### config.mk
export PLATFORM = sky130hd
export DESIGN_NAME = pmsu_top
export DESIGN_NICKNAME = d
export VERILOG_FILES = /design/src/hdl/pmsu_pkg.sv /design/src/hdl/pmsu_top.sv
export SDC_FILE = /design/constraint.sdc
export NUM_CORES = 1
export LEC_CHECK = 0
export BUFFER_PORTS_ARGS = -buffer_cell sky130_fd_sc_hd__buf_4
export CAP_MARGIN = 20
export CORE_UTILIZATION = 45
export CTS_BUF_LIST = sky130_fd_sc_hd__clkbuf_8
export CTS_CLUSTER_DIAMETER = 150
export DETAILED_ROUTE_END_ITERATION = 10
export GPL_TIMING_DRIVEN = 1
export PLACE_DENSITY_LB_ADDON = 0.1
export SLEW_MARGIN = 20
export SYNTH_ARGS = -nofsm -noshare
export SYNTH_HDL_FRONTEND = slang
export SYNTH_SLANG_ARGS = --single-unit
### constraint.sdc
create_clock -name clk -period 5.6 [get_ports clk]
set_clock_uncertainty 0.15 [all_clocks]
set_input_delay 0.28 -clock clk [delete_from_list [all_inputs] [get_ports clk]]
set_output_delay 0.28 -clock clk [all_outputs]
set_load 0.02 [all_outputs]
### src/hdl/pmsu_pkg.sv
// Constants, state encoding and field layouts for the power management signal unit.
// Assumes a single 50 MHz clock and registers reached over APB with 32-bit data.
package pmsu_pkg;

   // Clock and timing
   localparam int unsigned CLK_PERIOD_NS = 20;
   localparam int unsigned DEBOUNCE_MS = 16;
   localparam int unsigned DEBOUNCE_CYCLES = (DEBOUNCE_MS * 1000000 + CLK_PERIOD_NS - 1) / CLK_PERIOD_NS;
   localparam int unsigned THR_UNIT_NS = 1000;
   localparam int unsigned THR_UNIT_CYCLES = (THR_UNIT_NS + CLK_PERIOD_NS - 1) / CLK_PERIOD_NS;

   // Bus
   localparam int unsigned ADDR_W = 8;
   localparam logic [7:0] REG_CTRL = 8'h00;
   localparam logic [7:0] REG_STATE = 8'h04;
   localparam logic [7:0] REG_FSEL = 8'h08;
   localparam logic [7:0] REG_GPO = 8'h0C;
   localparam logic [7:0] REG_GPI = 8'h10;
   localparam logic [7:0] REG_STATUS = 8'h14;
   localparam logic [7:0] REG_THROTTLE = 8'h18;

   // Function select bits, 1 selects the dedicated function
   localparam int FS_BATTERY_LOW_N = 0;
   localparam int FS_LID = 1;
   localparam int FS_ALERT = 2;
   localparam int FS_RI = 3;
   localparam int FS_THERMAL_DETECT_N = 4;
   localparam int FS_OUT_BASE = 5;
   localparam int FSEL_W = 12;

   // Output index, shared by function select (plus base) and general output bits
   localparam int GO_PLANE_B_SUSPEND_N = 0;
   localparam int GO_PLANE_C_SUSPEND_N = 1;
   localparam int GO_CPU = 2;
   localparam int GO_PCI = 3;
   localparam int GO_ZZ = 4;
   localparam int GO_STAT1 = 5;
   localparam int GO_STAT2 = 6;
   localparam int GPO_W = 7;

   // Synchroniser vector layout
   localparam int SY_BATTERY_LOW_N = 0;
   localparam int SY_EXT = 1;
   localparam int SY_LID = 2;
   localparam int SY_PWR = 3;
   localparam int SY_RI = 4;
   localparam int SY_ALERT = 5;
   localparam int SY_THERMAL_DETECT_N = 6;
   localparam int SY_REQ = 7;
   localparam int SYNC_W = 11;

   // Sticky status bits
   localparam int ST_EXT = 0;
   localparam int ST_LID = 1;
   localparam int ST_ALERT = 2;
   localparam int ST_PWR = 3;
   localparam int ST_RI = 4;
   localparam int ST_BLOCKED = 5;
   localparam int ST_PCI = 6;
   localparam int STS_W = 7;

   // Reset values
   localparam logic [7:0] CTRL_RST = 8'h00;
   localparam logic [FSEL_W-1:0] FSEL_RST = 12'hFFF;
   localparam logic [GPO_W-1:0] GPO_RST = 7'h7F;
   localparam logic [7:0] THR_RST = 8'h0F;

   typedef enum logic [2:0] {
      PS_ON = 3'h0,
      PS_STOPCLK = 3'h1,
      PS_POS = 3'h3,
      PS_STR = 3'h2,
      PS_STD = 3'h6
   } pmsu_pstate_e;

   typedef struct packed {
      logic power_button_n_smi_en;
      logic thermal_detect_n_en;
      logic alert_resume_en;
      logic alert_smi_en;
      logic alert_irq_en;
      logic lid_smi_en;
      logic ext_smi_en;
      logic battery_low_n_block_en;
   } pmsu_ctrl_s;

endpackage : pmsu_pkg

### src/hdl/pmsu_top.sv
// Power management signal unit: suspend plane controls, clock stop requests and wake events.
// Assumes a free running clk, APB master on the same clock, event pins asynchronous to clk.
//
// The APB register port and the placing of the registers were left to the implementer.
`timescale 1ns/10ps
module pmsu_top #(
   parameter int unsigned DEBOUNCE_CYC = pmsu_pkg::DEBOUNCE_CYCLES,
   parameter int unsigned THR_UNIT_CYC = pmsu_pkg::THR_UNIT_CYCLES
) (
   // Clock and resets
   input wire logic clk,
   input wire logic sys_rst,
   input wire logic resume_reset_n,
   // APB slave
   input wire logic psel,
   input wire logic penable,
   input wire logic pwrite,
   input wire logic [pmsu_pkg::ADDR_W-1:0] paddr,
   input wire logic [31:0] pwdata,
   input wire logic [3:0] pstrb,
   output logic [31:0] prdata,
   output logic pready,
   output logic pslverr,
   // Event pins
   input wire logic battery_low_n,
   input wire logic ext_mgmt_irq_i,
   input wire logic lid_switch,
   input wire logic power_button_n,
   input wire logic ring_indicate_n,
   input wire logic sysbus_alert_n,
   input wire logic thermal_detect_n,
   input wire logic [3:0] pci_master_req_mon_n,
   // Serial interrupt block, same clock
   input wire logic serirq_smi_req,
   // Interrupt and event outputs
   output logic ext_mgmt_irq_o,
   output logic ext_mgmt_irq_oe,
   output logic sys_mgmt_irq_n,
   output logic sysbus_alert_irq,
   output logic resume_event,
   // Suspend and clock control pins
   output logic plane_a_suspend_n,
   output logic plane_b_suspend_n,
   output logic plane_c_suspend_n,
   output logic host_clk_suspend_status_n,
   output logic periph_suspend_status_n,
   output logic proc_clock_stop_n,
   output logic pci_clock_stop_n,
   output logic proc_stop_clock_req_n,
   output logic cache_sram_sleep
);
   import pmsu_pkg::*;

   localparam int DEB_W = $clog2(DEBOUNCE_CYC);
   localparam int UNIT_W = $clog2(THR_UNIT_CYC + 1);

   // Counters cannot serve shorter spans
   if (DEBOUNCE_CYC < 2 || THR_UNIT_CYC < 1) begin : g_bad_param
      $error("pmsu_top: debounce needs 2 cycles and throttle unit 1 cycle at least");
   end

   function automatic logic in_suspend(input pmsu_pstate_e s);
      in_suspend = (s == PS_POS) || (s == PS_STR) || (s == PS_STD);
   endfunction : in_suspend

   function automatic logic legal_state(input logic [2:0] v);
      legal_state = (v == PS_ON) || (v == PS_STOPCLK) || in_suspend(pmsu_pstate_e'(v));
   endfunction : legal_state

   function automatic logic [31:0] wmerge(input logic [31:0] old, input logic [31:0] nw, input logic [3:0] strb);
      for (int b = 0; b < 4; b++) begin
         wmerge[8*b +: 8] = strb[b] ? nw[8*b +: 8] : old[8*b +: 8];
      end
   endfunction : wmerge

   // Dedicated level when selected, general output otherwise
   function automatic logic pin_mux(input logic ded, input logic fn, input logic gp);
      pin_mux = ded ? fn : gp;
   endfunction : pin_mux

   // Synchronisers, suspend well
   logic [SYNC_W-1:0] sync_a;
   logic [SYNC_W-1:0] sync_b;
   logic [SYNC_W-1:0] sync_c;
   wire [SYNC_W-1:0] async_in = {pci_master_req_mon_n, thermal_detect_n, sysbus_alert_n, ring_indicate_n,
                                 power_button_n, lid_switch, ext_mgmt_irq_i, battery_low_n};

   always_ff @(posedge clk or negedge resume_reset_n) begin
      if (!resume_reset_n) begin
         sync_a <= '1;
         sync_b <= '1;
         sync_c <= '1;
      end else begin
         sync_a <= async_in;
         sync_b <= sync_a;
         sync_c <= sync_b;
      end
   end

   // Debounce: channel 0 lid, channel 1 power button
   logic [1:0] deb_stable;
   logic [1:0] deb_prev;
   logic [DEB_W-1:0] deb_cnt [2];

   for (genvar g = 0; g < 2; g++) begin : g_deb
      localparam int IDX = (g == 0) ? SY_LID : SY_PWR;
      wire raw = sync_b[IDX];
      wire restart = (raw == deb_stable[g]) || (raw != sync_c[IDX]);
      wire done = (deb_cnt[g] == DEB_W'(DEBOUNCE_CYC - 1));
      always_ff @(posedge clk or negedge resume_reset_n) begin
         if (!resume_reset_n) begin
            deb_stable[g] <= 1'b1;
            deb_prev[g] <= 1'b1;
            deb_cnt[g] <= '0;
         end else begin
            deb_prev[g] <= deb_stable[g];
            if (restart) begin
               deb_cnt[g] <= '0;
            end else if (done) begin
               deb_stable[g] <= raw;
               deb_cnt[g] <= '0;
            end else begin
               deb_cnt[g] <= deb_cnt[g] + 1'b1;
            end
         end
      end
   end

   // Core registers
   pmsu_ctrl_s ctrl;
   logic [FSEL_W-1:0] fsel;
   logic [GPO_W-1:0] general_output_pin;
   logic [7:0] thr_rate;
   logic [STS_W-1:0] status;
   pmsu_pstate_e pstate;
   pmsu_pstate_e next_pstate;

   // Event decode
   wire ext_fall = sync_c[SY_EXT] & ~sync_b[SY_EXT];
   wire lid_chg = fsel[FS_LID] & (deb_stable[0] != deb_prev[0]);
   wire pwr_press = deb_prev[1] & ~deb_stable[1];
   wire ri_fall = fsel[FS_RI] & sync_c[SY_RI] & ~sync_b[SY_RI];
   wire alert_act = fsel[FS_ALERT] & ~sync_b[SY_ALERT];
   wire pci_act = ~&sync_b[SY_REQ +: 4];
   wire battery_low_n_act = fsel[FS_BATTERY_LOW_N] & ~sync_b[SY_BATTERY_LOW_N];
   wire thermal_detect_n_act = fsel[FS_THERMAL_DETECT_N] & ctrl.thermal_detect_n_en & ~sync_b[SY_THERMAL_DETECT_N];
   wire wake = ri_fall | pwr_press | (alert_act & ctrl.alert_resume_en);
   wire resume_block = ctrl.battery_low_n_block_en & battery_low_n_act;
   wire resume_blocked = in_suspend(pstate) & wake & resume_block;
   wire resume_go = in_suspend(pstate) & wake & ~resume_block;

   // APB decode
   wire apb_setup = psel & ~penable;
   wire apb_xfer = psel & penable & pready;
   wire apb_wr = apb_xfer & pwrite;
   wire wr_ctrl = apb_wr & (paddr == REG_CTRL);
   wire wr_state = apb_wr & (paddr == REG_STATE) & pstrb[0] & legal_state(pwdata[2:0]);
   wire wr_fsel = apb_wr & (paddr == REG_FSEL);
   wire wr_gpo = apb_wr & (paddr == REG_GPO);
   wire wr_status = apb_wr & (paddr == REG_STATUS) & pstrb[0];
   wire wr_thr = apb_wr & (paddr == REG_THROTTLE);
   wire addr_ok = (paddr == REG_CTRL) | (paddr == REG_STATE) | (paddr == REG_FSEL) | (paddr == REG_GPO) |
                  (paddr == REG_GPI) | (paddr == REG_STATUS) | (paddr == REG_THROTTLE);
   wire [31:0] rd_ctrl = {24'h000000, ctrl};
   wire [31:0] rd_state = {29'h00000000, pstate};
   wire [31:0] rd_fsel = {20'h00000, fsel};
   wire [31:0] rd_gpo = {25'h0000000, general_output_pin};
   wire [31:0] rd_gpi = {19'h00000, deb_stable, sync_b};
   wire [31:0] rd_status = {21'h000000, thermal_detect_n_act, pstate, status};
   wire [31:0] rd_thr = {24'h000000, thr_rate};
   wire [31:0] rd_mux = (paddr == REG_CTRL) ? rd_ctrl :
                        (paddr == REG_STATE) ? rd_state :
                        (paddr == REG_FSEL) ? rd_fsel :
                        (paddr == REG_GPO) ? rd_gpo :
                        (paddr == REG_GPI) ? rd_gpi :
                        (paddr == REG_STATUS) ? rd_status :
                        (paddr == REG_THROTTLE) ? rd_thr : 32'h00000000;

   always_ff @(posedge clk or posedge sys_rst) begin
      if (sys_rst) begin
         pready <= 1'b0;
         prdata <= 32'h00000000;
         pslverr <= 1'b0;
      end else begin
         // One wait state so read data is a flop
         pready <= psel & penable & ~pready;
         if (apb_setup) begin
            prdata <= rd_mux;
            pslverr <= ~addr_ok;
         end
      end
   end

   always_ff @(posedge clk or posedge sys_rst) begin
      if (sys_rst) begin
         ctrl <= pmsu_ctrl_s'(CTRL_RST);
         fsel <= FSEL_RST;
         general_output_pin <= GPO_RST;
         thr_rate <= THR_RST;
      end else begin
         if (wr_ctrl) ctrl <= pmsu_ctrl_s'(8'(wmerge(rd_ctrl, pwdata, pstrb)));
         if (wr_fsel) fsel <= FSEL_W'(wmerge(rd_fsel, pwdata, pstrb));
         if (wr_gpo) general_output_pin <= GPO_W'(wmerge(rd_gpo, pwdata, pstrb));
         if (wr_thr) thr_rate <= 8'(wmerge(rd_thr, pwdata, pstrb));
      end
   end

   // Sticky status, set beats write-one-to-clear
   wire [STS_W-1:0] sts_set = {pci_act, resume_blocked, ri_fall, pwr_press, alert_act, lid_chg, ext_fall};
   wire [STS_W-1:0] sts_clr = wr_status ? pwdata[STS_W-1:0] : '0;

   // Power state: software request first, then wake, then bus activity
   assign next_pstate = wr_state ? pmsu_pstate_e'(pwdata[2:0]) :
                        resume_go ? PS_ON :
                        ((pstate == PS_STOPCLK) && pci_act) ? PS_ON : pstate;

   always_ff @(posedge clk or negedge resume_reset_n) begin
      if (!resume_reset_n) begin
         status <= '0;
         pstate <= PS_ON;
      end else begin
         status <= (status & ~sts_clr) | sts_set;
         pstate <= next_pstate;
      end
   end

   // Suspend well outputs, low while in resume reset
   always_ff @(posedge clk or negedge resume_reset_n) begin
      if (!resume_reset_n) begin
         plane_a_suspend_n <= 1'b0;
         plane_b_suspend_n <= 1'b0;
         plane_c_suspend_n <= 1'b0;
         host_clk_suspend_status_n <= 1'b0;
         periph_suspend_status_n <= 1'b0;
      end else begin
         plane_a_suspend_n <= ~in_suspend(pstate);
         plane_b_suspend_n <= pin_mux(fsel[FS_OUT_BASE + GO_PLANE_B_SUSPEND_N], ~((pstate == PS_STR) || (pstate == PS_STD)),
                                      general_output_pin[GO_PLANE_B_SUSPEND_N]);
         plane_c_suspend_n <= pin_mux(fsel[FS_OUT_BASE + GO_PLANE_C_SUSPEND_N], pstate != PS_STD, general_output_pin[GO_PLANE_C_SUSPEND_N]);
         host_clk_suspend_status_n <= pin_mux(fsel[FS_OUT_BASE + GO_STAT1], pstate == PS_ON,
                                              general_output_pin[GO_STAT1]);
         periph_suspend_status_n <= pin_mux(fsel[FS_OUT_BASE + GO_STAT2], ~in_suspend(pstate),
                                            general_output_pin[GO_STAT2]);
      end
   end

   // Throttle timer
   logic [UNIT_W-1:0] thr_pre;
   logic [7:0] thr_cnt;
   logic thr_phase;
   wire unit_tick = (thr_pre == UNIT_W'(THR_UNIT_CYC - 1));

   always_ff @(posedge clk or posedge sys_rst) begin
      if (sys_rst) begin
         thr_pre <= '0;
         thr_cnt <= 8'h00;
         thr_phase <= 1'b0;
      end else if (!thermal_detect_n_act) begin
         thr_pre <= '0;
         thr_cnt <= 8'h00;
         thr_phase <= 1'b0;
      end else if (unit_tick) begin
         thr_pre <= '0;
         thr_cnt <= (thr_cnt == thr_rate) ? 8'h00 : thr_cnt + 8'h01;
         if (thr_cnt == thr_rate) thr_phase <= ~thr_phase;
      end else begin
         thr_pre <= thr_pre + 1'b1;
      end
   end

   // Core well outputs
   wire smi_any = (status[ST_EXT] & ctrl.ext_smi_en) | (status[ST_LID] & ctrl.lid_smi_en) |
                  (status[ST_ALERT] & ctrl.alert_smi_en) | (status[ST_PWR] & ctrl.power_button_n_smi_en);

   always_ff @(posedge clk or posedge sys_rst) begin
      if (sys_rst) begin
         sys_mgmt_irq_n <= 1'b1;
         sysbus_alert_irq <= 1'b0;
         resume_event <= 1'b0;
         ext_mgmt_irq_o <= 1'b0;
         ext_mgmt_irq_oe <= 1'b0;
         proc_clock_stop_n <= 1'b1;
         pci_clock_stop_n <= 1'b1;
         proc_stop_clock_req_n <= 1'b1;
         cache_sram_sleep <= 1'b0;
      end else begin
         sys_mgmt_irq_n <= ~smi_any;
         sysbus_alert_irq <= status[ST_ALERT] & ctrl.alert_irq_en;
         resume_event <= resume_go;
         // Open drain: output stays low, only the enable moves
         ext_mgmt_irq_o <= 1'b0;
         ext_mgmt_irq_oe <= serirq_smi_req;
         proc_clock_stop_n <= pin_mux(fsel[FS_OUT_BASE + GO_CPU], pstate == PS_ON, general_output_pin[GO_CPU]);
         pci_clock_stop_n <= pin_mux(fsel[FS_OUT_BASE + GO_PCI], ~in_suspend(pstate), general_output_pin[GO_PCI]);
         proc_stop_clock_req_n <= ~((pstate != PS_ON) | (thermal_detect_n_act & thr_phase));
         cache_sram_sleep <= pin_mux(fsel[FS_OUT_BASE + GO_ZZ], pstate == PS_STOPCLK, general_output_pin[GO_ZZ]);
      end
   end
endmodule : pmsu_top

==> results.toml <==
[outcome]
status = "finished clean"

[layout]
diodes = 0
drive_gt1_share_pct = 27.1
nets = 855
area_growth_pct = 17.6
multiInputGateArea_um2 = 3260
seq_area_um2 = 4030
design_area_um2 = 8860
fillers = 1424

[timing]
whs_ps = 201
fmax_mhz = 410
rsz0062_at_grt = "false"
maxSlewHeadroom_pct = 26.1
setup_viol = 0
tns_ps = 0
drv_slew = 0
worstMarginPinSlew_ps = 1110
post-route-period-util_pct = 43.5
layout_min_cycle_time_ps = 2440
hold_viol = 0

[clock_tree]
clock_latency_ps = 450
cts_buffer_depth = 2
cts_setup_buffers = 0
cts.sinks = 158
path_clk_slew_ps = 80
root_buffer = "clkbuf_8"
cts_made_buffers = 17
cts_tree = "done"
cts-htree-levels = 4

[grt]
grt_pass1_vias = 5544
antenna_found_initial = 0
grt_overflow = 0
grt_pass1_wl_um = 29500
grt_max_degree = 86
grt_usage_pct = 21.8

[worst_setup_path]
crit_top_cell = "nand4_1"
arrival_ps = 2620
critPathSlowestCell = "dlygate4sd3_1"
worstSetupPathType = "input pin to register"
max_stage_delay_ps = 530
end_kind = "register"
cp.required_ps = 5780
critPathMaxFanout = 8
path_cells = "dlygate4sd3_1, buf_4, nand4_1, nor2_1, nand4_1, mux2_2"
worstSetupStartpointType = "input pin"

[floorplan]
rows = 46
die_w_um = 131
initial_core_util_pct = 46.8
core_area_um2 = 16100
die_area_um2 = 17300
pin_count = 110
die_h_um = 131

[synthesis]
netlist_instances = 697
synth_compound_area_share_pct = 12.2
synth.area.top_cells = "dfrtp_1 34%, dfstp_2 20%, mux2_2 5.5%"
synthMuxAreaShare_pct = 6.19
synth-adder-area-share_pct = 0.830
yosys.area.top_type = "dfrtp_1"
yosysTopAreaCellShare_pct = 33.5
ys_ff_latch = 158
ys_types = 67
ys_warn_count = 0
synth.most_common_cell = "dfrtp_1"
synth_flop_cell = "dfrtp_1"
synth_top_family_by_area = "simple AND/OR/NAND/NOR gates"
synth_xor_area_share_pct = 4.30
avgSynthCellArea_um2 = 10.8
netlist_top_cells_count = "101 x dfrtp_1, 65 x nor2_1, 57 x dfstp_2, 39 x nand2_1, 37 x mux2_2"
synth-seq-area-share_pct = 53.4
synth-simple-area-share_pct = 18.5
syn_area_um2 = 7530
synth-edff-count = 0
async_reset_ff_share_pct = 100

[route]
vias_per_cell = 5.62
drt_iter0_markers = 371
drc = 0
route.vias.total = 5719
drtPass1Iterations = 5
drtAntennaViolNets = 0
wire_per_inst_um = 17.7
routed_wl_um = 18000

[placed_design]
post_dp_cell_area_um2 = 8170
routabilityCongestion = 0.856
dp.final_hpwl_um = 12300
portBuffers = 67

[pwr]
ir_worst_vdd_v = 0.000187
p_leak_nw = 3.75
total_power_mw = 2.20
power_density_nw_per_um2 = 248

[worst_hold_path]
hp-class = "input pin to register"

[run]
maxCapViolCount = 0
==> per-layer routing <==
| metal | GRT usage, % | share of wire, % |
|---|---|---|
| met1 | 29.5 | 44 |
| met2 | 34.3 | 47 |
| met3 | 4.78 | 5.8 |
| met4 | 8.40 | 2.5 |
| met5 | 0 | 0 |
==> placed cells by master (no fill, tap or decap), types with 6 or more instances in the layout <==
| cell | count |
|---|---|
| mux2_2 | 37 |
| dfrtp_1 | 101 |
| or3_1 | 12 |
| nor3_1 | 10 |
| clkbuf_8 | 21 |
| dfstp_2 | 57 |
| o22ai_1 | 6 |
| nand3_1 | 32 |
| nand2_1 | 39 |
| a32oi_1 | 6 |
| nand2b_1 | 16 |
| or4_1 | 12 |
| buf_4 | 69 |
| xnor2_1 | 18 |
| dlygate4sd3_1 | 28 |
| a32o_1 | 10 |
| a22o_1 | 9 |
| nand4_1 | 17 |
| nor2_1 | 65 |
| a21oi_1 | 22 |
| conb_1 | 20 |
| o21ai_0 | 35 |
| inv_1 | 26 |
| xor2_1 | 19 |
| nor4_1 | 7 |
==> through the flow <==
| stage | cells | util, % | setup slack, ps |
|---|---|---|---|
| 4_1_cts | 1017 | 54.9 | 3160 |
| 2_1_floorplan | 716 | - | 3360 |
| 3_3_place_gp | 957 | 50.7 | 3070 |
| 5_1_grt | 1017 | 55.0 | 3020 |
| 3_5_place_dp | 957 | 50.7 | 2950 |
| 6_report | 1017 | 55.0 | 3160 |
==> what timing repair did <==
item | CTS | global route
resized for setup | 0 | 0
hold endpoints to repair | 114 | 0
hold buffers | 28 | 0
==> final cells by class <==
cell class	instances	area share, %
Inverter	24	1.02
Tap cell	216	3.05
Multi-Input combinational cell	489	36.8
Timing Repair Buffer	98	9.13
Sequential cell	158	45.4
Clock buffer	21	3.26
Clock inverter	11	1.31
==> critical path: cells and delay by family <==
family / cells / cell delay, ps
and+or+nand+nor: 3 / 1230
muxes: 1 / 460
buffers and inverters: 2 / 650
==> worst paths after layout <==
| check | from | to | slack (ps) | depth (start not counted) |
|---|---|---|---|---|
| setup / recovery | psel | thr_rate[5] | 3160 | 6 |
| hold / removal | paddr[3] | prdata[6] | 200 | 3 |
| setup reg to reg | pstate[2] | pstate[0] | 3170 | 4 |
| hold reg to reg | sync_a[6] | sync_b[6] | 210 | 0 |
| max in group asynchronous | sys_rst | ctrl[1] | 4170 | 4 |
| min in group asynchronous | resume_reset_n | deb_cnt[35] | 290 | 2 |
==> cells by family after synthesis <==
logic type / count (synthesis)
compound gates: 132
xor+xnor: 37
fa+ha+maj: 5
buf+inv: 69
flops: 158
mux: 42
other cells: 1
simple gates: 253
==> state kept, by name (all words and copies together) (netlist names), 2 cells and up <==
signal              flops
deb_cnt                40
prdata                 13
fsel                   12
sync_a                 11
sync_b                 11
ctrl                    8
thr_cnt                 8
thr_rate                8
general_output_pin      7
status                  7
thr_pre                 6
sync_c                  4
pstate                  3
deb_prev                2
deb_stable              2
==> where the power goes <==
group | switching (mW) | total, mW | internal [mW] | leakage, nW
clock | 0.416 | 0.856 | 0.440 | 0.208
sequential | 0.0129 | 1.18 | 1.17 | 1.95
combinational | 0.102 | 0.163 | 0.0615 | 1.59
Note: power is estimated with default switching activity, not from simulation.
